[src/shared/sbpp_pkg.sv]
// Purpose: Constants and types for the bus priority poll block
// Assumes: One bus transfer cycle spans a whole number of clocks
// Notes: Summary of operation follows
// Summary of operation
// - Watch and drive all 23 priority lines
// - Per-line mask selects only higher-ranked agents
// - Masked lines plus top line form lost-poll
// - Data return asserts top line one cycle early, own line on the console variant
// - Memory transfer asserts own line one cycle early
// - Only the own line, or the top line for data return, is ever driven
// - Higher transfer next cycle suppresses memory transfer
// - Poll only on microengine command
// - Console variant never drives the top line
// - Tag outputs and address recognition notify microengine
// - Interrupt poll only on microengine request
package sbpp_pkg;
  // Bus geometry
  localparam int PRIO_LINES = 23;
  localparam int TOP_LINE = 0;
  localparam int GROUP_A_LAST = 11;
  localparam int LEVEL_W = 5;
  localparam int ADDR_W = 6;
  localparam int SYNC_STAGES = 3;
  // Timing: 150 ns bus cycle on a 50 ns clock
  localparam int CLK_PERIOD_NS = 50;
  localparam int BUS_CYCLE_NS = 150;
  localparam int CYCLE_CLKS = BUS_CYCLE_NS / CLK_PERIOD_NS;
  localparam int PHASE_W = 2;
  localparam logic [PHASE_W-1:0] PHASE_FIRST = 2'h0;
  localparam logic [PHASE_W-1:0] PHASE_LAST = PHASE_W'(CYCLE_CLKS - 1);
  // Reset values
  localparam logic [PRIO_LINES-1:0] DRIVE_RST = 23'h000000;
  localparam logic [PRIO_LINES-1:0] OE_RST = 23'h7fffff;
  // Poll sequencer states
  typedef enum logic [1:0] {IDLE, POLL, XFER} sbpp_state_t;
endpackage : sbpp_pkg

[src/logic/sbpp_sync.sv]
// Purpose: Three-stage input synchroniser with agreement filter
// Assumes: Inputs may change at any time relative to sys_clk
// Notes: Output updates only when stages two and three agree
`timescale 1ns/1ps
`default_nettype none
module sbpp_sync #(
  parameter int WIDTH = 8
) (
  // Clock and reset
  input wire logic sys_clk,
  input wire logic rst_b,
  // Raw and filtered data
  input wire logic [WIDTH-1:0] rawIn,
  output logic [WIDTH-1:0] syncOut
);
  // Whole state of the synchroniser
  typedef struct packed {
    logic [WIDTH-1:0] s1;
    logic [WIDTH-1:0] s2;
    logic [WIDTH-1:0] s3;
    logic [WIDTH-1:0] q;
  } sbpp_sync_t;

  sbpp_sync_t syncReg;
  sbpp_sync_t syncNext;

  // Width must be usable
  if (WIDTH < 1) begin : g_bad_width
    $error("sbpp_sync: WIDTH must be at least one");
  end

  // Shift chain; s1 feeds only s2 to avoid metastable fan-out
  always_comb begin
    syncNext = syncReg;
    syncNext.s1 = rawIn;
    syncNext.s2 = syncReg.s1;
    syncNext.s3 = syncReg.s2;
    // Bitwise agreement filter rejects single-clock glitches
    syncNext.q = (syncReg.s2 & syncReg.s3) | (syncReg.q & (syncReg.s2 | syncReg.s3));
  end

  // State register
  always_ff @(posedge sys_clk or negedge rst_b) begin
    if (!rst_b) begin
      syncReg <= '0;
    end else begin
      syncReg <= syncNext;
    end
  end

  assign syncOut = syncReg.q;
endmodule : sbpp_sync
`default_nettype wire

[src/logic/sbpp_poll.sv]
// Purpose: Distributed priority polling and transfer control for the backplane
// Assumes: Microengine requests are one-clock pulses on sys_clk
// Notes: Bus cycle boundary is a local phase counter of three clocks
`timescale 1ns/1ps
`default_nettype none
module sbpp_poll (
  // Clock and reset
  input wire logic sys_clk,
  input wire logic rst_b,
  // Priority lines, open drain
  input wire logic [sbpp_pkg::PRIO_LINES-1:0] prioIn,
  output logic [sbpp_pkg::PRIO_LINES-1:0] prioOut,
  output logic [sbpp_pkg::PRIO_LINES-1:0] prioOe_b,
  // Jumper configuration
  input wire logic [sbpp_pkg::PRIO_LINES-1:0] higherCfg,
  input wire logic [sbpp_pkg::LEVEL_W-1:0] ownLevelCfg,
  input wire logic consoleCfg,
  input wire logic [sbpp_pkg::ADDR_W-1:0] boardAddrCfg,
  // Incoming bus tags and destination
  input wire logic busXferTag,
  input wire logic busMemTag,
  input wire logic busCpuBit,
  input wire logic [sbpp_pkg::ADDR_W-1:0] busDest,
  // Microengine requests
  input wire logic memoryPollRequest,
  input wire logic dataReturnTransfer,
  input wire logic intPollRequest,
  // Status and transfer control
  output logic xferGo,
  output logic xferIsDrt,
  output logic xferTag,
  output logic memTag,
  output logic pollBusy,
  output logic lostPollCombined,
  output logic intPollOut,
  output logic addrHit
);
  localparam int SYNC_W = 2 * sbpp_pkg::PRIO_LINES + sbpp_pkg::LEVEL_W
                          + 2 * sbpp_pkg::ADDR_W + 4;

  // Whole state of the poll block
  typedef struct packed {
    logic [sbpp_pkg::PHASE_W-1:0] phase;
    sbpp_pkg::sbpp_state_t st;
    logic memPend;
    logic drtPend;
    logic intPend;
    logic goDrt;
    logic [sbpp_pkg::PRIO_LINES-1:0] drive;
    logic [sbpp_pkg::PRIO_LINES-1:0] oeB;
    logic go;
    logic xferTag;
    logic memTag;
    logic intPoll;
    logic lost;
    logic addrHit;
    logic busy;
  } sbpp_regs_t;

  sbpp_regs_t stateReg;
  sbpp_regs_t stateNext;

  // Filtered pin views
  logic [sbpp_pkg::PRIO_LINES-1:0] prioSync;
  logic [sbpp_pkg::PRIO_LINES-1:0] higherSync;
  logic [sbpp_pkg::LEVEL_W-1:0] ownLevel;
  logic console;
  logic [sbpp_pkg::ADDR_W-1:0] boardAddr;
  logic [sbpp_pkg::ADDR_W-1:0] destSync;
  logic xferTagIn;
  logic memTagIn;
  logic cpuBitIn;
  // Derived conditions
  logic [sbpp_pkg::PRIO_LINES-1:0] ownHot;
  logic [sbpp_pkg::PRIO_LINES-1:0] watched;
  logic lostPollGroupA;
  logic lostPollGroupB;
  logic topSeen;
  logic lostNow;
  logic addrMatch;
  logic lastPh;
  logic useTop;

  // One-hot of a priority level; levels outside 1..22 drive nothing
  function automatic logic [sbpp_pkg::PRIO_LINES-1:0] lineOf(
    input logic [sbpp_pkg::LEVEL_W-1:0] lvl);
    logic [sbpp_pkg::PRIO_LINES-1:0] hot;
    hot = '0;
    for (int i = 1; i < sbpp_pkg::PRIO_LINES; i++) begin
      if (lvl == sbpp_pkg::LEVEL_W'(i)) begin
        hot[i] = 1'b1;
      end
    end
    return hot;
  endfunction : lineOf

  // Bus pins and straps pass the three-stage filter; microengine requests bypass it
  sbpp_sync #(.WIDTH(SYNC_W)) u_sync (
    .sys_clk(sys_clk),
    .rst_b(rst_b),
    .rawIn({prioIn, higherCfg, ownLevelCfg, consoleCfg, boardAddrCfg,
            busDest, busXferTag, busMemTag, busCpuBit}),
    .syncOut({prioSync, higherSync, ownLevel, console, boardAddr,
              destSync, xferTagIn, memTagIn, cpuBitIn})
  );

  // Lost-poll detection; own line always excluded from the watch set
  always_comb begin
    ownHot = lineOf(ownLevel);
    watched = prioSync & higherSync & ~ownHot;
    lostPollGroupA = |watched[sbpp_pkg::GROUP_A_LAST:1];
    lostPollGroupB = |watched[sbpp_pkg::PRIO_LINES-1:sbpp_pkg::GROUP_A_LAST+1];
    topSeen = prioSync[sbpp_pkg::TOP_LINE];
    lostNow = lostPollGroupA | lostPollGroupB | topSeen;
    addrMatch = xferTagIn & ~memTagIn & ~cpuBitIn & (destSync == boardAddr);
    lastPh = (stateReg.phase == sbpp_pkg::PHASE_LAST);
    useTop = stateReg.drtPend & ~console;
  end

  // Next-state logic: one decision per bus transfer cycle
  always_comb begin
    stateNext = stateReg;
    stateNext.go = 1'b0;
    stateNext.addrHit = 1'b0;
    stateNext.lost = lostNow;
    // Phase counter marks bus cycle boundaries
    if (lastPh) begin
      stateNext.phase = sbpp_pkg::PHASE_FIRST;
    end else begin
      stateNext.phase = stateReg.phase + 2'h1;
    end
    case (stateReg.st)
      sbpp_pkg::IDLE: begin
        // Top line bypasses ordering but still yields to another top driver
        if (lastPh && (stateReg.drtPend || stateReg.memPend)) begin
          if (useTop ? !topSeen : !lostNow) begin
            stateNext.goDrt = stateReg.drtPend;
            if (useTop) begin
              stateNext.drive = '0;
              stateNext.drive[sbpp_pkg::TOP_LINE] = 1'b1;
            end else begin
              stateNext.drive = ownHot;
            end
            stateNext.oeB = ~stateNext.drive;
            stateNext.st = sbpp_pkg::POLL;
          end
        end
      end
      sbpp_pkg::POLL: begin
        // Lines stand for the whole cycle before the transfer
        if (lastPh) begin
          stateNext.drive = sbpp_pkg::DRIVE_RST;
          stateNext.oeB = sbpp_pkg::OE_RST;
          stateNext.st = sbpp_pkg::XFER;
        end
      end
      sbpp_pkg::XFER: begin
        // Filtered lines now show the poll cycle; a higher winner cancels
        if (stateReg.phase == sbpp_pkg::PHASE_FIRST) begin
          if ((stateReg.goDrt && !console) || !lostNow) begin
            stateNext.go = 1'b1;
            stateNext.xferTag = 1'b1;
            stateNext.memTag = ~stateReg.goDrt;
            if (stateReg.goDrt) begin
              stateNext.drtPend = 1'b0;
            end else begin
              stateNext.memPend = 1'b0;
            end
          end
        end
        if (lastPh) begin
          stateNext.xferTag = 1'b0;
          stateNext.memTag = 1'b0;
          stateNext.st = sbpp_pkg::IDLE;
        end
      end
      default: begin
        stateNext.st = sbpp_pkg::IDLE;
      end
    endcase
    // Busy kept as its own flop so the status pin has no decode glitches
    stateNext.busy = (stateNext.st != sbpp_pkg::IDLE);
    // Interrupt poll stands for one bus cycle after a request
    if (lastPh) begin
      stateNext.intPoll = stateReg.intPend;
      stateNext.intPend = 1'b0;
    end
    // Address recognition sampled late in the cycle
    if (lastPh && addrMatch) begin
      stateNext.addrHit = 1'b1;
    end
    // Requests last, so a set in a clearing cycle wins
    if (memoryPollRequest) begin
      stateNext.memPend = 1'b1;
    end
    if (dataReturnTransfer) begin
      stateNext.drtPend = 1'b1;
    end
    if (intPollRequest) begin
      stateNext.intPend = 1'b1;
    end
  end

  // State register
  always_ff @(posedge sys_clk or negedge rst_b) begin
    if (!rst_b) begin
      stateReg <= '0;
      stateReg.st <= sbpp_pkg::IDLE;
      stateReg.oeB <= sbpp_pkg::OE_RST;
    end else begin
      stateReg <= stateNext;
    end
  end

  // Outputs straight from flops
  assign prioOut = stateReg.drive;
  assign prioOe_b = stateReg.oeB;
  assign xferGo = stateReg.go;
  assign xferIsDrt = stateReg.goDrt;
  assign xferTag = stateReg.xferTag;
  assign memTag = stateReg.memTag;
  assign pollBusy = stateReg.busy;
  assign lostPollCombined = stateReg.lost;
  assign intPollOut = stateReg.intPoll;
  assign addrHit = stateReg.addrHit;
endmodule : sbpp_poll
`default_nettype wire

[config.mk]
export PLATFORM = sky130hd
export DESIGN_NAME = sbpp_poll
export DESIGN_NICKNAME = d
export VERILOG_FILES = /design/src/shared/sbpp_pkg.sv /design/src/logic/sbpp_sync.sv /design/src/logic/sbpp_poll.sv
export SDC_FILE = /design/constraint.sdc
export NUM_CORES = 1
export LEC_CHECK = 0
export ABC_CLOCK_PERIOD_IN_PS = 7000
export BUFFER_PORTS_ARGS = -buffer_cell sky130_fd_sc_hd__buf_2
export CORE_ASPECT_RATIO = 1.25
export CORE_MARGIN = 5
export CORE_UTILIZATION = 40
export DETAILED_ROUTE_END_ITERATION = 7
export GPL_TIMING_DRIVEN = 0
export HOLD_SLACK_MARGIN = 0.02
export PLACE_DENSITY = 0.62
export SYNTH_ARGS = -nofsm -noshare
export SYNTH_HDL_FRONTEND = slang
export SYNTH_SLANG_ARGS = --single-unit
[constraint.sdc]
create_clock -name sys_clk -period 7 [get_ports sys_clk]
set_input_delay 0.35 -clock sys_clk [delete_from_list [all_inputs] [get_ports sys_clk]]
set_output_delay 0.35 -clock sys_clk [all_outputs]
set_load 0.01 [all_outputs]
==> flow_summary.yaml, run 1 <==
critical_path:
  ff2ff_setup_slack_ns: 3.47
  crit_required_ns: 7.49
  startpoint_type: "flop"
  crit_fanout: 10
  endpoint_kind: "flop"
  path_buf_inv: 2
  r2r_start: "u_sync.syncOut[18]"
  reg2regPathDepth: 9
  reg2reg_to: "prioOe_b[2]"
  worstSetupPathType: "reg2reg"
  critPathTopFamily: "simple AND/OR/NAND/NOR gates"
  cpMaxStageDelayCell: "nor4_1"
  cpMostUsedCell: "a32oi_1"
  max_stage_delay_ns: 0.79
  cp.arrival_ns: 4.01
  crit_chain: "nor3b_1, a32oi_1, a32oi_1, nand4_1, nor4_1, or3_1, clkbuf_1, buf_2, o22a_1"
min_path:
  min_path_type: "in2reg"
  hold_path_depth: 3
  hp-start: "dataReturnTransfer"
  hold_path_end: "stateReg[55]"
cts:
  cts_buffers: 30
  tritoncts: "done"
  clockBufferDepth: 3
  clkSlewWorstSetupHoldPaths_ns: 0.07
  cts_root_buf: "clkbuf_16"
  cts_htree_levels: 1
  insertion_delay_ns: 0.54
  postCtsSetupBuffers: 0
  clkSinkCount: 325
route:
  drt-initial-drc-count: 213
  vias: 5588
  dr.pass1.iters: 4
  wl_um: 18200
  route.detailed.drc: 0
  viasPerCell: 4.50
  antenna_left: 0
  avgRoutedWirePerCell_um: 14.7
floorplanning:
  pin_count: 126
  initial_core_util_pct: 40.3
  die_y_um: 190
  coreArea_mm2: 0.0258
  fp.dieArea_mm2: 0.0294
  placementRows: 66
  die_w_um: 154
global_route:
  grt_pass1_wl_um: 30600
  grt.total_usage_pct: 12.7
  grt_pass1_vias: 5912
  grt-ovfl-total: 0
  antenna_found_initial: 0
  grt_max_degree: 128
logic_synthesis:
  yosysTopAreaCell: "dfrtp_1"
  yosysTopAreaCellShare_pct: 72.5
  synthArstFlopShare_pct: 100
  synth_xor_area_share_pct: 0.504
  yosysWarningCount: 0
  synth_top_family_by_area: "adder cells"
  ys.flop_type: "dfrtp_1"
  yosysMostFrequentCell: "dfrtp_1"
  synth.distinct_cells: 42
  synth-compound-area-share_pct: 5.30
  synth_area_mm2: 0.0104
  synth_common_cells: "dfrtp_1, maj3_1, buf_4, nand2_1, dfstp_2"
  synthSimpleGateAreaFrac_pct: 5.36
  synth-seq-area-share_pct: 78.3
  synth_cells: 651
  synthTopCellsByArea: "dfrtp_1, maj3_1, dfstp_2, buf_4, nand2_1"
  synthAdderAreaFrac_pct: 6.34
  syn_nets: 723
  ys_ff_latch: 325
  post_synth.cell_area_avg_um2: 16.0
  synth-edff-count: 0
  synthMuxAreaShare_pct: 0
power:
  power_leakage_nw: 5.89
  finalPower_mw: 3.98
  ir_worst_vdd_mv: 0.233
  p_per_area_mw_per_mm2: 299
sta:
  fmax_ghz: 0.284
  setup_viol: 0
  finalCriticalPeriod_ns: 3.53
  finClkSkew_ns: 0.0198
  hold_slack_ns: 0.0509
  worst_pin_slew_ns: 0.849
  fin_tns_setup_ns: 0
  drv_slew: 0
  hold_violations: 0
  grt_setup_unrepaired: "no"
  period_share_pct: 50.4
  setup_slack_ns: 3.47
  slew-limit-headroom_pct: 42.9
final_layout:
  antennaDiodeCount: 0
  fin_util_pct: 51.4
  layout-drive-gt1-share_pct: 27.8
  stdcell_count: 1242
  syn_to_final_growth_pct: 27.6
  fin_nets: 950
  final_area_mm2: 0.0133
placed_design:
  dpl_cell_area_mm2: 0.0115
  gp_congestion: 0.751
  post-place-ws_ns: 3.45
  port_buffers: 124
  dp_cells: 1117
  dp_hpwl_um: 11900
run_status:
  status: "finished, final reports clean"
job:
  drv_cap: 0
==> cells in the final DEF (no fill, tap or decap), drive strengths merged, types with 10 or more instances in the layout <==
cell type	n
dfrtp	302
buf	176
dlygate4sd3	69
maj3	66
clkbuf	49
nand2	34
dfstp	23
nand3	18
o21ai	18
o2bb2ai	12
o22a	12
nor2	11
inv	11
o21a	10
==> worst max-delay path by stage <==
stage	cells after the start	to	from
floorplan	9	stateReg[56]	u_sync.syncOut[20]
global placement	1	u_sync.syncOut[47]	rst_b
detailed placement	9	prioOe_b[6]	u_sync.syncOut[18]
CTS	9	prioOe_b[2]	u_sync.syncOut[18]
global route	9	prioOut[7]	u_sync.syncOut[18]
finish	9	prioOe_b[2]	u_sync.syncOut[18]
==> logic make-up (layout without fill, tap and decap cells) <==
| family | Yosys count | count (layout) |
|---|---|---|
| DFF | 325 | 325 |
| adders and majority gates | 66 | 66 |
| xor gates and xnor gates | 6 | 6 |
| and+or+nand+nor | 107 | 107 |
| buffers and inverters | 69 | 320 |
| AOI/OAI and AO/OA | 78 | 78 |
==> metal layers <==
layer	share of wire, %	vias to the layer above	wire, um	GRT usage (%)
li1	-	2640	-	-
met1	44	2782	8080	17.5
met2	48	139	8730	20.8
met3	5.7	27	1040	2.43
met4	2.1	0	387	3.74
met5	0	-	0	0
==> sequential cells by signal (all words and copies together) (netlist names) <==
name              flops
u_sync.syncNext     132
u_sync.syncOut       66
u_sync.syncReg       66
prioOe_b             23
prioOut              23
stateReg              7
addrHit               1
intPollOut            1
lostPollCombined      1
memTag                1
pollBusy              1
xferGo                1
xferIsDrt             1
xferTag               1
==> cell type report <==
| class | count | area [um2] |
|---|---|---|
| inverters | 11 | 41.3 |
| plain buffers | 58 | 394 |
| fillers | 2128 | 12600 |
| flip-flops and latches | 325 | 8160 |
| repair buffers | 195 | 1380 |
| well taps | 340 | 425 |
| clock buffers | 41 | 853 |
| clock inverters | 15 | 220 |
| multi-input cells | 257 | 1820 |
==> timing repair <==
action	in CTS	in global routing
hold endpoints to repair	169	0
hold buffers	69	0
gates resized for setup	0	0
==> worst register-to-register path: stages, from the launching register on <==
cell      delay, ns
dfrtp_1        0.49
nor3b_1        0.70
a32oi_1        0.20
a32oi_1        0.25
nand4_1        0.21
nor4_1         0.79
or3_1          0.20
clkbuf_1       0.20
buf_2          0.27
o22a_1         0.17
==> where the power goes <==
part           internal, mW  total (mW)  switching, mW
Clock                  1.04        1.70          0.664
Combinational         0.110       0.222          0.112
Sequential             1.99        2.05         0.0614
No activity file was read; power rests on OpenSTA's default activity.
==> run 2, diff against run 1 <==
--- a/config.mk
+++ b/config.mk
@@ -5,7 +5,7 @@
 export SDC_FILE = /design/constraint.sdc
 export NUM_CORES = 1
 export LEC_CHECK = 0
-export ABC_CLOCK_PERIOD_IN_PS = 7000
+export ABC_CLOCK_PERIOD_IN_PS = 3500
 export BUFFER_PORTS_ARGS = -buffer_cell sky130_fd_sc_hd__buf_2
 export CORE_ASPECT_RATIO = 1.25
 export CORE_MARGIN = 5
==> constraint.sdc (replaced) <==
create_clock -name sys_clk -period 3.5 [get_ports sys_clk]
set_input_delay 0.175 -clock sys_clk [delete_from_list [all_inputs] [get_ports sys_clk]]
set_output_delay 0.175 -clock sys_clk [all_outputs]
set_load 0.01 [all_outputs]
==> flow_summary.yaml, run 2 (same netlist as run 1, synthesis figures left out) <==
sta:
  finClkSkew_ns: 0.0204
  period_share_pct: 94.5
  slew-limit-headroom_pct: 48.5
  hold_violations: 0
  grt_setup_unrepaired: "no"
  finalCriticalPeriod_ns: 3.31
  worst_pin_slew_ns: 0.773
  fmax_ghz: 0.302
  setup_viol: 0
  drv_slew: 0
  setup_slack_ns: 0.191
critical_path:
  startpoint_type: "flop"
  crit_fanout: 8
  crit_chain: "and3b_1, clkbuf_1, a21oi_1, a311oi_1, nand4_1, or4_1, clkbuf_1, or4_1, a21o_1"
  worstSetupPathType: "reg2reg"
  crit_required_ns: 3.92
  reg2reg_to: "stateReg[56]"
  max_stage_delay_ns: 0.55
  cpMaxStageDelayCell: "or4_1"
  cp.arrival_ns: 3.73
  ff2ff_setup_slack_ns: 0.19
  r2r_start: "u_sync.syncOut[18]"
  reg2regPathDepth: 9
  endpoint_kind: "flop"
floorplanning:
  die_w_um: 154
  placementRows: 66
  initial_core_util_pct: 40.3
  fp.dieArea_mm2: 0.0294
  coreArea_mm2: 0.0258
  pin_count: 126
  die_y_um: 190
placed_design:
  dp_hpwl_um: 11900
  dp_cells: 1117
  port_buffers: 124
  post-place-ws_ns: -0.0456
  dpl_cell_area_mm2: 0.0115
  gp_congestion: 0.751
job:
  drv_cap: 0
route:
  drt-initial-drc-count: 212
  vias: 5585
  dr.pass1.iters: 4
  antenna_left: 0
  viasPerCell: 4.49
  avgRoutedWirePerCell_um: 14.7
  wl_um: 18200
  route.detailed.drc: 0
global_route:
  grt.total_usage_pct: 12.7
  grt_pass1_wl_um: 30700
  antenna_found_initial: 0
  grt-ovfl-total: 0
  grt_max_degree: 128
  grt_pass1_vias: 5910
final_layout:
  layout-drive-gt1-share_pct: 28.0
  final_common_cell: "dfrtp_1"
  largest_reg_flops: 132
  multi_input_area_mm2: 0.00185
  final_area_mm2: 0.0133
  fill_cells: 2125
  syn_to_final_growth_pct: 27.9
  regArea_mm2: 0.00816
  antennaDiodeCount: 0
  fin_util_pct: 51.6
  stdcell_count: 1243
  layout_common_cells: "dfrtp_1, buf_2, dlygate4sd3_1"
  fin_nets: 951
power:
  p_per_area_mw_per_mm2: 598
  ir_worst_vdd_mv: 0.467
  finalPower_mw: 7.97
  power_leakage_nw: 5.91
min_path:
  min_path_type: "in2async"
cts:
  clockBufferDepth: 3
  insertion_delay_ns: 0.54
  cts_htree_levels: 1
  cts_buffers: 30
  tritoncts: "done"
  clkSlewWorstSetupHoldPaths_ns: 0.06
  clkSinkCount: 325
  cts_root_buf: "clkbuf_16"
run_status:
  status: "finished, final reports clean"
-- run 2: cell types whose count changed in the layout (fill, tap and decap cells not counted), sizes merged --
| cell | change |
|---|---|
| dlygate4sd3 | +1 |
-- run 2: cell type report --
cell class	count	share of cell area (%)
Tap cell	340	3.19
Timing Repair Buffer	196	10.4
Inverter	11	0.310
Sequential cell	325	61.2
Clock buffer	41	6.40
Buffer	58	2.96
Clock inverter	15	1.65
Multi-Input combinational cell	257	13.9
-- run 2: timing repair --
action	CTS	global route
cloned	0	0
hold endpoints to repair	170	0
resized for setup	1	3
hold buffers	70	0
setup buffers	0	0
endpoints found under the setup margin	31	46
-- run 2: power by group --
| part | total [mW] | switching [mW] | leakage (nW) | internal, mW |
|---|---|---|---|---|
| clock network | 3.41 | 1.33 | 0.521 | 2.08 |
| registers | 4.10 | 0.125 | 3.81 | 3.98 |
| logic | 0.448 | 0.225 | 1.57 | 0.223 |
-- run 2: worst max-delay path, delay by kind of cell (launching register included) --
| kind | cells | cell delay, ns |
|---|---|---|
| AND/OR/NAND/NOR | 4 | 1.50 |
| AO/OA/AOI/OAI | 3 | 0.61 |
| flip-flops | 1 | 0.54 |
| buffers and inverters | 2 | 0.54 |
-- run 2: per-layer routing --
metal	share of wire [%]	global-route usage [%]	vias to the layer above
met5	0	0	-
met4	1.9	3.74	0
met3	5.6	2.43	25
met2	48	20.8	135
met1	44	17.5	2782
li1	-	-	2643
-- run 2: how the worst max path moves through the flow --
stage,start,cells after the start,end,slack (ns)
floorplan,u_sync.syncOut[20],9,stateReg[56],0.80
global placement,rst_b,1,u_sync.syncOut[47],-3.58
detailed placement,u_sync.syncOut[18],9,prioOe_b[6],-0.05
CTS,u_sync.syncOut[20],9,prioOe_b[2],0.005
global route,u_sync.syncOut[18],9,stateReg[56],0.01
finish,u_sync.syncOut[18],9,stateReg[56],0.19
-- run 2: per-stage QoR --
stage                     setup TNS [ns]  hold slack (ns)
after detailed placement           -1.15            0.269
after CTS                              0            0.238
after floorplan                        0           -0.121
after global placement          -1107.25            0.283
final                                  0            0.264
after global routing                   0            0.254
==> run 3, diff against run 2 <==
--- a/config.mk
+++ b/config.mk
@@ -16,4 +16,5 @@
 export PLACE_DENSITY = 0.62
 export SYNTH_ARGS = -nofsm -noshare
 export SYNTH_HDL_FRONTEND = slang
+export SYNTH_HIERARCHICAL = 1
 export SYNTH_SLANG_ARGS = --single-unit
==> flow_summary.yaml, run 3 <==
power:
  p_per_area_mw_per_mm2: 576
  comb_power_share_pct: 7.3
  power_switching_mw: 1.73
  switching_share_pct: 21.2
  finalPower_mw: 8.15
  seqPwrFrac_pct: 50.2
  power_leakage_nw: 6.50
  internal_power_mw: 6.42
  clock_power_share_pct: 42.4
  ir_worst_vdd_mv: 0.501
critical_path:
  cpMaxStageDelayCell: "nor4_1"
  max_stage_delay_ns: 0.57
  ff2ff_setup_slack_ns: 0.58
  endpoint_kind: "flop"
  path_buf_inv: 3
  startpoint_type: "flop"
  crit_chain: "buf_4, buf_2, nor4bb_1, o211ai_1, a32oi_1, nand3_2, clkbuf_1, nor4_1, a31o_1"
  crit_fanout: 10
  critPathTopFamily: "simple AND/OR/NAND/NOR gates"
  reg2regPathDepth: 9
  cp.arrival_ns: 3.40
  crit_required_ns: 3.97
  worstSetupPathType: "reg2reg"
  cp.depth: 9
cts:
  cts_htree_levels: 1
  cts_resized: 0
  tritoncts: "done"
  cts_buffers: 31
  clkSinkCount: 325
  cts_root_buf: "clkbuf_16"
  insertion_delay_ns: 0.54
  clockBufferDepth: 3
  clkSlewWorstSetupHoldPaths_ns: 0.06
sta:
  grt_setup_unrepaired: "no"
  hold_violations: 0
  period_share_pct: 83.5
  drv_slew: 0
  slew-limit-headroom_pct: 54.4
  worst_pin_slew_ns: 0.681
  fmax_ghz: 0.342
  finalCriticalPeriod_ns: 2.92
  finClkSkew_ns: 0.00959
  setup_viol: 0
final_layout:
  largest_reg_flops: 132
  final_area_mm2: 0.0142
  syn_to_final_growth_pct: 25.9
  antennaDiodeCount: 0
  final_common_cell: "dfrtp_1"
  layout-drive-gt1-share_pct: 40.6
  layout_common_cells: "dfrtp_1, buf_2, buf_4"
  fin_nets: 1044
global_route:
  grt-ovfl-total: 0
  grt_pass1_vias: 6410
  grt_pass1_wl_um: 33100
  grt_max_degree: 130
  grt.total_usage_pct: 12.7
  antenna_found_initial: 0
route:
  viasPerCell: 4.50
  antenna_left: 0
  wl_um: 19700
  drt-initial-drc-count: 213
  avgRoutedWirePerCell_um: 14.6
  route.detailed.drc: 0
  vias: 6060
  dr.pass1.iters: 4
floorplanning:
  coreArea_mm2: 0.0277
  initial_core_util_pct: 40.7
  die_w_um: 160
  placementRows: 68
  die_y_um: 197
  pin_count: 126
  fp.dieArea_mm2: 0.0316
logic_synthesis:
  yosysWarningCount: 6
  syn_nets: 815
  synth_area_mm2: 0.0112
  synth_cells: 743
  post_synth.cell_area_avg_um2: 15.1
run_status:
  status: "finished, final reports clean"
min_path:
  min_path_type: "in2async"
placed_design:
  dpl_cell_area_mm2: 0.0124
  dp_hpwl_um: 12900
  port_buffers: 124
  gp_congestion: 0.725
job:
  drv_cap: 0
## run 3: per-stage QoR
stage                     utilization, %  setup WS, ns  instances  hold slack, ns  setup TNS [ns]
after floorplan                        -          1.12        743          -0.121               0
after global placement              44.5         -3.70       1217           0.283        -1144.81
after detailed placement            44.7         0.555       1219           0.233               0
after CTS                           51.2         0.521       1346           0.237               0
after global routing                51.2         0.348       1346           0.250               0
final                               51.2         0.578       1346           0.245               0
## run 3: final cells by class
cell class                      count  area [um2]
Timing Repair Buffer              196        1390
Clock inverter                     15         218
Clock buffer                       42         867
Buffer                            130         955
Sequential cell                   325        8160
Multi-Input combinational cell    263        2030
Tap cell                          350         438
Fill cell                        2297       13500
Inverter                           25        93.8
## run 3: power groups by stage
stage                     Sequential [mW]  Combinational (mW)  Clock, mW
after floorplan                      4.13               0.343          0
after global placement               4.16               0.533          0
after detailed placement             4.16               0.551          0
after CTS                            4.10               0.613       3.58
after global routing                 4.12               0.670       3.72
final                                4.09               0.599       3.46
## run 3: path summary, 6_finish.rpt
| kind | startpoint | end |
|---|---|---|
| setup / recovery | u_sync/syncOut[20] | prioOut[14] |
| hold / removal | rst_b | u_sync/syncNext[100] |
| setup reg to reg | u_sync/syncOut[20] | prioOut[14] |
| hold reg to reg | u_sync/syncNext[199] | u_sync/syncNext[132] |
| max in group asynchronous | rst_b | u_sync/syncNext[158] |
| min in group sys_clk | busDest[0] | u_sync/syncNext[137] |
## run 3: what timing repair did
item,in CTS,in global routing
setup buffers,0,0
hold endpoints to repair,156,0
hold buffers,70,0
## run 3: metal layers
metal  track usage (%)  wire, um  share of wire [%]
met5                 0         0                  0
met4              3.41       395                2.0
met3              2.80      1210                6.2
met2              22.0      9640                 49
met1              16.2      8420                 43
